File: src/hw/dct_defines.svh
// constants of the dual counter/timer: offsets, bit positions, resets
// assumes a 32-bit classic wishbone bus, one register per word, a byte wide except the 16-bit LCAP
`ifndef DCT_DEFINES_SVH
`define DCT_DEFINES_SVH

// ==========================================================
// register word indices (byte address = index * 4)
`define DCT_IDX_SHORT_TIMER_CONTROL     4'h0
`define DCT_IDX_SHARED_TIMER_CONTROL     4'h1
`define DCT_IDX_LONG_TIMER_CONTROL     4'h2
`define DCT_IDX_LRL      4'h3
`define DCT_IDX_LRH      4'h4
`define DCT_IDX_SRL      4'h5
`define DCT_IDX_SRH      4'h6
`define DCT_IDX_LCAP     4'h7
`define DCT_IDX_SCAP     4'h8

// ==========================================================
// bit positions in the short and long timer control registers
`define DCT_B_EN         7
`define DCT_B_SGL        6
`define DCT_B_STAT       5
`define DCT_B_CSTAT      4
`define DCT_B_CAPIE      2
`define DCT_B_IE         1

// ==========================================================
// bit positions in the shared timer control register
`define DCT_B_SDM        7
`define DCT_B_LDM        6
`define DCT_B_ESEL       4
`define DCT_B_OMODE      2
`define DCT_B_SINIT      1
`define DCT_B_LINIT      0

// ==========================================================
// reset values and timing
`define DCT_RST_BYTE     8'h00
`define DCT_RST_WORD     16'h0000
`define DCT_LONG_MAX     16'hFFFF
`define DCT_TICK_DIV     4

`endif

File: src/hw/dct_pkg.sv
// types shared by the dual counter/timer modules
// assumes nothing beyond a systemverilog compiler
package dct_pkg;

  // ==========================================================
  // output mode of the shared control register
  typedef enum logic [1:0] {
    OM_NORMAL   = 2'b00,
    OM_PINGPONG = 2'b01,
    OM_FORCE_LO = 2'b10,
    OM_FORCE_HI = 2'b11
  } dct_omode_e;

  // ==========================================================
  // edge selection for the demodulation input
  typedef enum logic [1:0] {
    ES_RISE = 2'b00,
    ES_FALL = 2'b01,
    ES_BOTH = 2'b10,
    ES_ANY  = 2'b11
  } dct_esel_e;

  // ==========================================================
  // short timer demodulation states
  typedef enum logic {
    SD_WAIT = 1'b0,
    SD_RUN  = 1'b1
  } dct_sdm_e;

endpackage : dct_pkg

File: src/hw/dct_bus_if.sv
// register access carrier between the bus slave and the timer core
// assumes both ends on the same clock
`timescale 1ns/1ps

interface dct_bus_if;
  logic        wr;
  logic [3:0]  idx;
  logic [7:0]  wdata;
  logic [15:0] rdata;

  modport slv  (output wr, output idx, output wdata, input rdata);
  modport core (input wr, input idx, input wdata, output rdata);
endinterface : dct_bus_if

File: src/hw/dct_wb.sv
// classic wishbone slave front end for the timer registers
// assumes single cycles; every access, mapped or not, is acked
`timescale 1ns/1ps

module dct_wb
  import dct_pkg::*;
(
  // clock and reset
  input  wire logic        clk,
  input  wire logic        rst,
  // wishbone
  input  wire logic        cyc_i,
  input  wire logic        stb_i,
  input  wire logic        we_i,
  input  wire logic [3:0]  sel_i,
  input  wire logic [5:2]  adr_i,
  input  wire logic [31:0] dat_i,
  output logic      [31:0] dat_o,
  output logic             ack_o,
  // register side
  dct_bus_if.slv           bus
);

  logic        ack_r;
  logic [31:0] dat_r;
  wire         req = cyc_i & stb_i & ~ack_r;

  // ==========================================================
  // decode; only byte lane 0 carries writable bits
  assign bus.wr    = req & we_i & sel_i[0];
  assign bus.idx   = adr_i;
  assign bus.wdata = dat_i[7:0];
  assign ack_o     = ack_r;
  assign dat_o     = dat_r;

  // ack one cycle after the request, dropped the cycle after
  always_ff @(posedge clk) begin
    if (rst) begin
      ack_r <= 1'b0;
      dat_r <= 32'h0000_0000;
    end else begin
      ack_r <= req;
      if (req) begin
        dat_r <= {16'h0000, bus.rdata};
      end
    end
  end

endmodule : dct_wb

File: src/hw/dct_edge.sv
// edge detector for the demodulation input
// assumes the pin is already synchronous to the clock
`timescale 1ns/1ps

module dct_edge
  import dct_pkg::*;
(
  // clock and reset
  input  wire logic       clk,
  input  wire logic       rst,
  // pin and selection
  input  wire logic       pin,
  input  wire logic [1:0] esel,
  // selected edge seen, one cycle
  output logic            edge_p
);

  logic prev_r;
  wire  rise = pin & ~prev_r;
  wire  fall = ~pin & prev_r;

  // ==========================================================
  // edge selection; both top codes mean either edge
  assign edge_p = (esel == ES_RISE) ? rise :
                  (esel == ES_FALL) ? fall : (rise | fall);

  // previous level; reset low so a high pin looks like a rise
  always_ff @(posedge clk) begin
    if (rst) begin
      prev_r <= 1'b0;
    end else begin
      prev_r <= pin;
    end
  end

endmodule : dct_edge

File: src/hw/dct_top.sv
// dual down counter/timer: 8-bit short and 16-bit long timer
// assumes synchronous pins and a wishbone master on CLK
// How it works
// - short demod count starts on the first selected input edge
// - each later selected edge captures the inverted short count
// - short count wrapping from zero to all-ones is no timeout
// - disabled long timer in normal or ping-pong drives inverted init level
// - output mode 10 or 11 forces long output low or high
// - long terminal count toggles output, sets status, may interrupt
// - single-pass stops at terminal count, modulo-N reloads and continues
// - reload bytes writable anytime, used only at next load
// - long demod with sticky bit ignores edges; short timeout captures it
// - writing sticky bit 0 then 1 arms one capture and reload
// - long demod counts on through all-ones, sets status, may interrupt
// - ping-pong starts when software enables either timer
// - short start in ping-pong takes init level, loads byte by level
// - terminal counts hand over between short and long, repeating
// - ping-pong terminal counts interrupt only when enabled
// - writing output mode 00 ends ping-pong
`timescale 1ns/1ps
`include "dct_defines.svh"

module dct_top
  import dct_pkg::*;
#(
  parameter int TICK_DIV = `DCT_TICK_DIV
)(
  // clock and reset
  input  wire logic        CLK,
  input  wire logic        SYS_RST,
  // wishbone slave
  input  wire logic        CYC_I,
  input  wire logic        STB_I,
  input  wire logic        WE_I,
  input  wire logic [3:0]  SEL_I,
  input  wire logic [5:2]  ADR_I,
  input  wire logic [31:0] DAT_I,
  output logic      [31:0] DAT_O,
  output logic             ACK_O,
  // pins
  input  wire logic        DEMOD_IN,
  output logic             SHORT_TIMER_OUTPUT,
  output logic             LONG_TIMER_OUTPUT,
  // interrupt requests
  output logic             SHORT_IRQ,
  output logic             LONG_IRQ
);

  dct_bus_if bus ();

  // ==========================================================
  // state
  logic        s_en_r, s_single_r, s_stat_r, s_ie_r, s_out_r;
  logic        l_en_r, l_single_r, l_stat_r, l_cstat_r, l_ie_r, l_capie_r;
  logic        l_lvl_r, l_arm_r, l_pin_r, s_irq_r, l_irq_r;
  logic        s_dm_r, l_dm_r, s_init_r, l_init_r;
  logic [1:0]  esel_r;
  dct_omode_e  omode_r;
  dct_sdm_e    s_dst_r;
  logic [7:0]  srl_r, srh_r, lrl_r, lrh_r, s_cnt_r, s_cap_r, div_r;
  logic [15:0] l_cnt_r, l_cap_r;
  logic        tick_r;
  logic        edge_p;

  // ==========================================================
  // submodules
  dct_wb u_wb (
    .clk   (CLK),
    .rst   (SYS_RST),
    .cyc_i (CYC_I),
    .stb_i (STB_I),
    .we_i  (WE_I),
    .sel_i (SEL_I),
    .adr_i (ADR_I),
    .dat_i (DAT_I),
    .dat_o (DAT_O),
    .ack_o (ACK_O),
    .bus   (bus.slv)
  );

  dct_edge u_edge (
    .clk    (CLK),
    .rst    (SYS_RST),
    .pin    (DEMOD_IN),
    .esel   (esel_r),
    .edge_p (edge_p)
  );

  // ==========================================================
  // write decode and register read mux
  wire [7:0]  wd    = bus.wdata;
  wire        wr0   = bus.wr & (bus.idx == `DCT_IDX_SHORT_TIMER_CONTROL);
  wire        wr1   = bus.wr & (bus.idx == `DCT_IDX_SHARED_TIMER_CONTROL);
  wire        wr2   = bus.wr & (bus.idx == `DCT_IDX_LONG_TIMER_CONTROL);
  wire [7:0]  short_timer_control  = {s_en_r, s_single_r, s_stat_r, 3'b000, s_ie_r, 1'b0};
  wire [7:0]  shared_timer_control  = {s_dm_r, l_dm_r, esel_r, omode_r, s_init_r, l_init_r};
  wire [7:0]  long_timer_control  = {l_en_r, l_single_r, l_stat_r, l_cstat_r, 1'b0,
                       l_capie_r, l_ie_r, 1'b0};
  wire [15:0] l_rel = {lrh_r, lrl_r};
  assign bus.rdata =
    (bus.idx == `DCT_IDX_SHORT_TIMER_CONTROL) ? {8'h00, short_timer_control}    :
    (bus.idx == `DCT_IDX_SHARED_TIMER_CONTROL) ? {8'h00, shared_timer_control}    :
    (bus.idx == `DCT_IDX_LONG_TIMER_CONTROL) ? {8'h00, long_timer_control}    :
    (bus.idx == `DCT_IDX_LRL)  ? {8'h00, lrl_r}   :
    (bus.idx == `DCT_IDX_LRH)  ? {8'h00, lrh_r}   :
    (bus.idx == `DCT_IDX_SRL)  ? {8'h00, srl_r}   :
    (bus.idx == `DCT_IDX_SRH)  ? {8'h00, srh_r}   :
    (bus.idx == `DCT_IDX_LCAP) ? l_cap_r          :
    (bus.idx == `DCT_IDX_SCAP) ? {8'h00, s_cap_r} : 16'h0000;

  // ==========================================================
  // timer events
  wire pp     = (omode_r == OM_PINGPONG) & ~s_dm_r & ~l_dm_r;
  wire s_zero = (s_cnt_r == 8'h00);
  wire l_zero = (l_cnt_r == 16'h0000);
  wire s_tmo  = s_en_r & ~s_dm_r & tick_r & s_zero;
  wire l_tmo  = l_en_r & ~l_dm_r & tick_r & l_zero;
  wire l_wrap = l_en_r & l_dm_r & tick_r & l_zero;
  // either enable bit starts ping-pong; handover by terminal count
  wire s_start = ~s_en_r & ((wr0 & wd[`DCT_B_EN]) | (l_tmo & pp));
  wire l_start = ~l_en_r & ((wr2 & wd[`DCT_B_EN]) | (s_tmo & pp));
  wire l_take  = l_en_r & l_dm_r & edge_p & (~l_single_r | l_arm_r);
  wire l_capev = s_tmo & l_en_r & l_dm_r & l_single_r & ~l_take;
  wire s_dmrun = s_en_r & s_dm_r & (s_dst_r == SD_RUN);

  // ==========================================================
  // timer clock enable; one pulse every TICK_DIV clocks
  always_ff @(posedge CLK) begin
    if (SYS_RST) begin
      div_r  <= 8'h00;
      tick_r <= 1'b0;
    end else begin
      tick_r <= (div_r == 8'(TICK_DIV - 1));
      div_r  <= (div_r == 8'(TICK_DIV - 1)) ? 8'h00 : div_r + 8'h01;
    end
  end

  // configuration bits and reload bytes; reloads never touch a count
  always_ff @(posedge CLK) begin
    if (SYS_RST) begin
      {s_single_r, s_ie_r, l_single_r, l_ie_r, l_capie_r} <= 5'h00;
      {s_dm_r, l_dm_r, esel_r} <= 4'h0;
      omode_r                  <= OM_NORMAL;
      {s_init_r, l_init_r}     <= 2'b00;
      {srl_r, srh_r, lrl_r, lrh_r} <= 32'h0000_0000;
    end else begin
      if (wr0) {s_single_r, s_ie_r} <= {wd[`DCT_B_SGL], wd[`DCT_B_IE]};
      // enum field split out; a packed copy would not type-check
      if (wr1) begin
        {s_dm_r, l_dm_r, esel_r} <= wd[7:4];
        omode_r                  <= dct_omode_e'(wd[3:2]);
        {s_init_r, l_init_r}     <= wd[1:0];
      end
      if (wr2) begin
        {l_single_r, l_capie_r} <= {wd[`DCT_B_SGL], wd[`DCT_B_CAPIE]};
        l_ie_r <= wd[`DCT_B_IE];
      end
      if (bus.wr && bus.idx == `DCT_IDX_SRL) srl_r <= wd;
      if (bus.wr && bus.idx == `DCT_IDX_SRH) srh_r <= wd;
      if (bus.wr && bus.idx == `DCT_IDX_LRL) lrl_r <= wd;
      if (bus.wr && bus.idx == `DCT_IDX_LRH) lrh_r <= wd;
    end
  end

  // status flags: write one clears, a same-cycle event wins
  always_ff @(posedge CLK) begin
    if (SYS_RST) begin
      {s_stat_r, l_stat_r, l_cstat_r, l_arm_r} <= 4'h0;
    end else begin
      s_stat_r  <= s_tmo | (s_stat_r & ~(wr0 & wd[`DCT_B_STAT]));
      l_stat_r  <= l_tmo | l_wrap | (l_stat_r & ~(wr2 & wd[`DCT_B_STAT]));
      l_cstat_r <= l_capev | l_take | (l_cstat_r & ~(wr2 & wd[`DCT_B_CSTAT]));
      // sticky bit rewritten from 0 to 1 arms one capture
      l_arm_r   <= (wr2 & wd[`DCT_B_SGL] & ~l_single_r) | (l_arm_r & ~l_take);
    end
  end

  // short timer; demod wrap is silent, so no status there
  always_ff @(posedge CLK) begin
    if (SYS_RST) begin
      {s_en_r, s_out_r} <= 2'b00;
      {s_cnt_r, s_cap_r} <= 16'h0000;
      s_dst_r <= SD_WAIT;
    end else if (s_start) begin
      s_en_r  <= 1'b1;
      s_out_r <= s_init_r;
      s_cnt_r <= (s_init_r & ~s_dm_r) ? srh_r : srl_r;
      s_dst_r <= SD_WAIT;
    end else if (wr0 && !wd[`DCT_B_EN]) begin
      s_en_r <= 1'b0;
    end else if (s_tmo) begin
      s_out_r <= ~s_out_r;
      s_cnt_r <= s_out_r ? srl_r : srh_r;
      if (s_single_r || pp) s_en_r <= 1'b0;
    end else if (s_en_r && s_dm_r) begin
      case (s_dst_r)
        SD_WAIT: begin
          if (edge_p) s_dst_r <= SD_RUN;
        end
        SD_RUN: begin
          if (edge_p) s_cap_r <= ~s_cnt_r;
          if (tick_r) s_cnt_r <= s_cnt_r - 8'h01;
        end
        default: s_dst_r <= SD_WAIT;
      endcase
    end else if (s_en_r && tick_r) begin
      s_cnt_r <= s_cnt_r - 8'h01;
    end
  end

  // long timer
  always_ff @(posedge CLK) begin
    if (SYS_RST) begin
      {l_en_r, l_lvl_r} <= 2'b00;
      {l_cnt_r, l_cap_r} <= 32'h0000_0000;
    end else if (l_start) begin
      l_en_r  <= 1'b1;
      l_lvl_r <= l_init_r;
      l_cnt_r <= l_rel;
    end else if (wr2 && !wd[`DCT_B_EN]) begin
      l_en_r <= 1'b0;
      // a stop landing on terminal count still owes the toggle
      if (l_tmo && !omode_r[1]) l_lvl_r <= ~l_lvl_r;
    end else if (l_tmo) begin
      if (!omode_r[1]) l_lvl_r <= ~l_lvl_r;
      if (l_single_r || pp) l_en_r <= 1'b0;
      else l_cnt_r <= l_rel;
    end else if (l_take) begin
      l_cap_r <= l_cnt_r;
      l_cnt_r <= l_rel;
    end else begin
      if (l_capev) l_cap_r <= l_cnt_r;
      if (l_en_r && tick_r) l_cnt_r <= l_cnt_r - 16'h0001;
    end
  end

  // pins and interrupt lines, all from flops
  always_ff @(posedge CLK) begin
    if (SYS_RST) begin
      {l_pin_r, s_irq_r, l_irq_r} <= 3'b000;
    end else begin
      l_pin_r <= omode_r[1] ? omode_r[0] :
                 (l_en_r ? l_lvl_r : ~l_init_r);
      s_irq_r <= s_stat_r & s_ie_r;
      l_irq_r <= (l_stat_r & l_ie_r) | (l_cstat_r & l_capie_r);
    end
  end

  assign SHORT_TIMER_OUTPUT = s_out_r;
  assign LONG_TIMER_OUTPUT  = l_pin_r;
  assign SHORT_IRQ          = s_irq_r;
  assign LONG_IRQ           = l_irq_r;
endmodule : dct_top

File: config.mk
export PLATFORM = sky130hd
export DESIGN_NAME = dct_top
export DESIGN_NICKNAME = d
export VERILOG_FILES = /design/src/hw/dct_pkg.sv /design/src/hw/dct_bus_if.sv /design/src/hw/dct_wb.sv /design/src/hw/dct_edge.sv /design/src/hw/dct_top.sv
export VERILOG_INCLUDE_DIRS = /design/src /design/src/hw
export SDC_FILE = /design/constraint.sdc
export NUM_CORES = 1
export LEC_CHECK = 0
export BUFFER_PORTS_ARGS = -buffer_cell sky130_fd_sc_hd__clkbuf_2
export CAP_MARGIN = 20
export CORE_ASPECT_RATIO = 0.8
export CORE_MARGIN = 5
export CORE_UTILIZATION = 58
export CTS_BUF_LIST = sky130_fd_sc_hd__clkbuf_4 sky130_fd_sc_hd__clkbuf_8 sky130_fd_sc_hd__clkbuf_16
export DETAILED_ROUTE_END_ITERATION = 10
export PLACE_DENSITY = 0.76
export SLEW_MARGIN = 15
export SYNTH_ARGS = -nofsm -noshare
export SYNTH_HDL_FRONTEND = slang
export SYNTH_SLANG_ARGS = --single-unit
export TNS_END_PERCENT = 10
File: constraint.sdc
create_clock -name CLK -period 4.3 [get_ports CLK]
set_input_delay 0.43 -clock CLK [delete_from_list [all_inputs] [get_ports CLK]]
set_output_delay 0.43 -clock CLK [all_outputs]
set_load 0.005 [all_outputs]
==> results of run 1 <==
final timing paths:
| kind | startpoint | end | slack, ns | cells after the start |
|---|---|---|---|---|
| max reg2reg | l_cnt_r[6] | l_cnt_r[15] | 1.08 | 6 |
| min | DEMOD_IN | u_edge.prev_r | 0.26 | 3 |
| max | l_cnt_r[6] | l_cnt_r[15] | 1.08 | 6 |
| min reg2reg | div_r[0] | div_r[0] | 0.44 | 1 |
through the flow:
stage | setup slack [ns] | total power [uW] | util, %
4_1_cts | 1.11 | 3000 | 66.6
3_5_place_dp | 1.04 | 1410 | 60.8
5_1_grt | 0.828 | 3090 | 66.6
3_3_place_gp | 1.13 | 1410 | 60.8
6_report | 1.08 | 3000 | 66.6
2_1_floorplan | 1.84 | 1370 | -
cell usage in the layout (no fill, tap or decap), types with 6 or more instances in the layout:
cell type  synthesis  final
clkbuf_16          0     17
mux2i_1           90     90
nand3_1           17     17
inv_1             39     39
buf_4             17     11
nand2_1           28     28
a22oi_1           15     15
and3_1             6      6
conb_1             1     16
a21oi_1           48     48
nor3_1            12     12
a211oi_1          16     15
a31oi_1            9      9
nand2b_1           9      9
o32ai_1           15     15
ha_1               7      7
or3_1              6      6
o21ai_0           20     20
and2_1             6      6
nor2_1           138    138
a32oi_1            6      6
o22ai_1            8      8
mux2_2            12     12
nor2b_1            7      7
dfxtp_1          132    132
clkbuf_2           0     38
registers in the layout (all words and copies together), names as in the netlist, 2 cells and up:
register,flops
div_r,8
esel_r,2
l_cap_r,16
l_cnt_r,16
lrh_r,8
lrl_r,8
omode_r,2
s_cap_r,8
s_cnt_r,8
srh_r,8
srl_r,8
u_wb.dat_o,16
area by class of cell:
type	count	area, um2	share of cell area, %
inverters	39	146	1.92
flip-flops and latches	132	2640	34.7
clock buffers	19	453	5.95
repair buffers	50	278	3.65
multi-input cells	563	3700	48.7
clock inverters	12	204	2.68
well taps	148	185	2.43
where the power goes:
group          leakage [uW]  internal (uW)  switching, uW
Sequential          0.00106           1230           7.44
Combinational       0.00156           43.3            106
Clock              0.000311           1060            551
Total               0.00293           2330            664
worst max-delay path, stage by stage, from the launching register on:
cell	delay, ns
dfxtp_1	0.37
or4_1	0.68
nor3_4	0.43
a31oi_1	0.24
a31oi_4	0.55
or2_1	0.58
o32ai_1	0.19
logic make-up after synthesis:
kind of cell	share of synthesized area (%)
compound gates	16.7
xor+xnor	0.910
fa+ha+maj	1.30
buf+inv	6.87
flops	39.2
mux	15.4
other cells	0.0556
simple gates	19.6
layer usage:
layer | wire [um] | up-vias | track usage (%)
met1 | 8560 | 2877 | 41.1
met5 | 0 | - | 0
met4 | 208 | 0 | 6.61
met2 | 8670 | 294 | 42.6
li1 | - | 2817 | -
met3 | 1760 | 22 | 6.03
==> flow_metrics.tcl, run 1 <==
set metrics [dict create \
    synth_top_area_share_pct 39.2 \
    nets 856 \
    syn_area_per_cell_um2 8.62 \
    dpl.hpwl_mm 13.9 \
    place_area_um2 6950 \
    ys_types 64 \
    synth_edf_count 0 \
    cts_setup_buffers 0 \
    ant_nets 0 \
    end_kind "flop" \
    cts_sinks 132 \
    vias 6010 \
    hold_viol 0 \
    cts_hold_buf 0 \
    async_flop_share_pct 0 \
    cts_tree "yes" \
    rsz0062_at_grt "no" \
    die_area_um2 13900 \
    cp_data_required_time_ns 4.56 \
    numPortBuffers 39 \
    ys_warn_count 0 \
    clk_path_buf_depth 2 \
    p_per_area_nw_per_um2 394 \
    overflow 0 \
    fin_area_um2 7610 \
    status "completed" \
    netlist_area_um2 6740 \
    period_share_pct 74.8 \
    track_usage_pct 28.2 \
    drive_above_1_share_pct 14.0 \
    cts-resized-gates 0 \
    antenna_found_initial 0 \
    clock-root-buffer "clkbuf_16" \
    cp.arrival_ns 3.48 \
    cts_max_level 4 \
    syn_inst 782 \
    io_pins 83 \
    grt_pass1_wl_mm 30.6 \
    wire_per_inst_um 19.9 \
    cp-start-kind "flop" \
    setup-tns-final_ns 0 \
    die_w_um 131 \
    hp-class "primary input to flop" \
    worst_slew_pin_slew_ns 1.08 \
    clk_pin_slew_ns 0.06 \
    rows 35 \
    synth.area.top_cells "dfxtp_1 39%, mux2i_1 13%, nor2_1 7.7%, a21oi_1 3.6%, inv_1 2.2%" \
    grt_max_degree 72 \
    antenna_cells 0 \
    via_per_inst 6.24 \
    dr.pass1.iters 5 \
    routed_wl_mm 19.2 \
    setup_viol 0 \
    finalCriticalPeriod_ns 3.22 \
    crit_fanout 19 \
    synth_common_cells "138 x nor2_1, 132 x dfxtp_1, 90 x mux2i_1" \
    ir_drop_v 0.000294 \
    fill_cells 935 \
    relSlewSlack_pct 27.6 \
    synth.most_common_cell "nor2_1" \
    ys.flop_type "dfxtp_1" \
    whs_ns 0.264 \
    leakage_uw 0.00293 \
    place.gp.congestion 0.986 \
    grt_pass1_vias 5664 \
    max_freq_ghz 0.311 \
    crit_type "flop to flop" \
    initial_core_util_pct 59.0 \
    max-cap-violations 0 \
    layout.cells.non_filler 963 \
    slew_violations 0 \
    drc_errors 0 \
    fp.dieH_um 106 \
    clk_latency_ns 0.41 \
    ys_ff_latch 132 \
    place_inst 931 \
    synthToLayoutAreaGrowth_pct 12.9 \
    drtIter0Drc 624 \
    numCtsBuffers 17 \
    ys_seq_area_share_pct 39.2 \
    coreArea_um2 11400 \
    yosysTopAreaCell "dfxtp_1" \
    skew_ns 0.00884 \
]
Note: power is estimated with default switching activity, not from simulation.
==> run 2: changes to the inputs <==
Settings changed: CORE_UTILIZATION 58 to 53, PLACE_DENSITY 0.76 to 0.73.
Clock period 4.3 ns to 2.94 ns, I/O delays scaled along.
==> flow_metrics.tcl, run 2 (synthesized netlist as in run 1, its figures left out) <==
set metrics [dict create \
    clk_pin_slew_ns 0.06 \
    ir_drop_v 0.000454 \
    slew_violations 0 \
    dpl.hpwl_mm 13.8 \
    leakage_uw 0.00301 \
    max-cap-violations 0 \
    antenna_found_initial 0 \
    drc_errors 0 \
    p_int_uw 3230 \
    status "completed" \
    io_pins 83 \
    skew_ns 0.0102 \
    p_seq_share_pct 43.5 \
    clk_latency_ns 0.42 \
    critPathMaxStageDelay_ns 0.70 \
    die_w_um 136 \
    die_area_um2 15100 \
    final_cell_mix "138 x nor2_1, 132 x dfxtp_1, 90 x mux2i_1" \
    max_freq_ghz 0.388 \
    overflow 0 \
    post-route-util_pct 62.9 \
    drtIter0Drc 702 \
    cp.arrival_ns 2.83 \
    critical_path.slowest_cell "or4_1" \
    switchingPower_uw 940 \
    hp-class "primary input to flop" \
    grt_pass1_vias 5567 \
    coreArea_um2 12300 \
    period_share_pct 87.6 \
    clkPwrFrac_pct 51.1 \
    layout_commonest_cell "nor2_1" \
    vias 6061 \
    cp_data_required_time_ns 3.20 \
    drive_above_1_share_pct 15.8 \
    initial_core_util_pct 54.8 \
    track_usage_pct 25.7 \
    worst_slew_pin_slew_ns 0.859 \
    cts_sinks 132 \
    end_kind "flop" \
    clk_path_buf_depth 2 \
    nets 873 \
    setup-tns-final_ns 0 \
    clock-root-buffer "clkbuf_16" \
    fp.dieH_um 111 \
    rows 36 \
    cts_max_level 4 \
    finalCriticalPeriod_ns 2.57 \
    cts_tree "yes" \
    via_per_inst 6.04 \
    setup_viol 0 \
    power_uw 4170 \
    path_delay_family "simple AND/OR/NAND/NOR gates" \
    wire_per_inst_um 19.2 \
    place.gp.congestion 0.942 \
    dr.pass1.iters 5 \
    crit_buf_inv 0 \
    antenna_cells 0 \
    grt_pass1_wl_mm 30.4 \
    synthToLayoutAreaGrowth_pct 14.7 \
    hold_viol 0 \
    ant_nets 0 \
    cp_cell_sequence "or4_1, nor3_4, a31oi_1, a31oi_4, or2_1, o32ai_1" \
    cp-start-kind "flop" \
    switching_share_pct 22.5 \
    grt_max_degree 50 \
    p_per_area_nw_per_um2 540 \
    cts_hold_buf 0 \
    fill_cells 1032 \
    numCtsBuffers 17 \
    rsz0062_at_grt "no" \
    crit_type "flop to flop" \
    routed_wl_mm 19.2 \
    crit_fanout 15 \
    numPortBuffers 39 \
    relSlewSlack_pct 41.9 \
    pwr-share-comb_pct 5.4 \
]
[run 2: changes by cell type in the layout (fill, tap and decap cells not counted), sizes merged]
| cell | before | now |
|---|---|---|
| buf | 12 | 29 |
| clkbuf | 57 | 62 |
| bufinv | 5 | 2 |
| clkinvlp | 3 | 2 |
[run 2: what timing repair did]
action,CTS,global route
gates resized for setup,0,0
hold endpoints to repair,0,0
endpoints found under the setup margin,0,2
buffers inserted,0,1
[run 2: power groups by stage]
stage	Clock [uW]	Sequential, uW	Combinational [uW]
2_1_floorplan	0	1850	152
3_3_place_gp	0	1850	212
3_5_place_dp	0	1850	217
4_1_cts	2150	1810	219
5_1_grt	2230	1820	243
6_report	2130	1810	225
[run 2: routing by layer]
metal	share of wire, %	track usage, %
met4	1.7	7.19
met2	44	38.6
met3	8.3	5.44
met1	46	37.1
met5	0	0
[run 2: path summary, 6_finish.rpt]
kind                        end  startpoint  slack (ns)  depth (start not counted)
setup / recovery     l_cnt_r[2]  l_cnt_r[6]        0.37                          6
setup reg to reg     l_cnt_r[2]  l_cnt_r[6]        0.37                          6
hold reg to reg        div_r[0]    div_r[0]        0.45                          1
hold / removal    u_edge.prev_r    DEMOD_IN        0.12                          3
[run 2: layout make-up]
type                       instances  area (um2)  area share [%]
clock inverter                     8        98.8            1.28
tap                              171         214            2.77
inverter                          39         146            1.89
clock buffer                      24         503            6.51
timing repair buffer              67         420            5.44
multi-input combinational        563        3700            47.9
sequential                       132        2640            34.2
[run 2: through the flow]
stage | setup slack [ns] | area (um2) | hold slack, ns | cells
after floorplan | 0.477 | 6800 | 0.413 | 797
after global placement | 0.215 | 7120 | 0.428 | 971
after detailed placement | 0.169 | 7120 | 0.439 | 971
after CTS | 0.154 | 7720 | 0.117 | 1003
after global routing | 0.165 | 7730 | 0.162 | 1004
final | 0.365 | 7730 | 0.121 | 1004
[run 2: worst reg2reg max path, stage by stage, from the launching register on]
cell     delay (ns)
dfxtp_1        0.37
or4_1          0.70
nor3_4         0.24
a31oi_1        0.18
a31oi_4        0.20
or2_1          0.53
o32ai_1        0.20
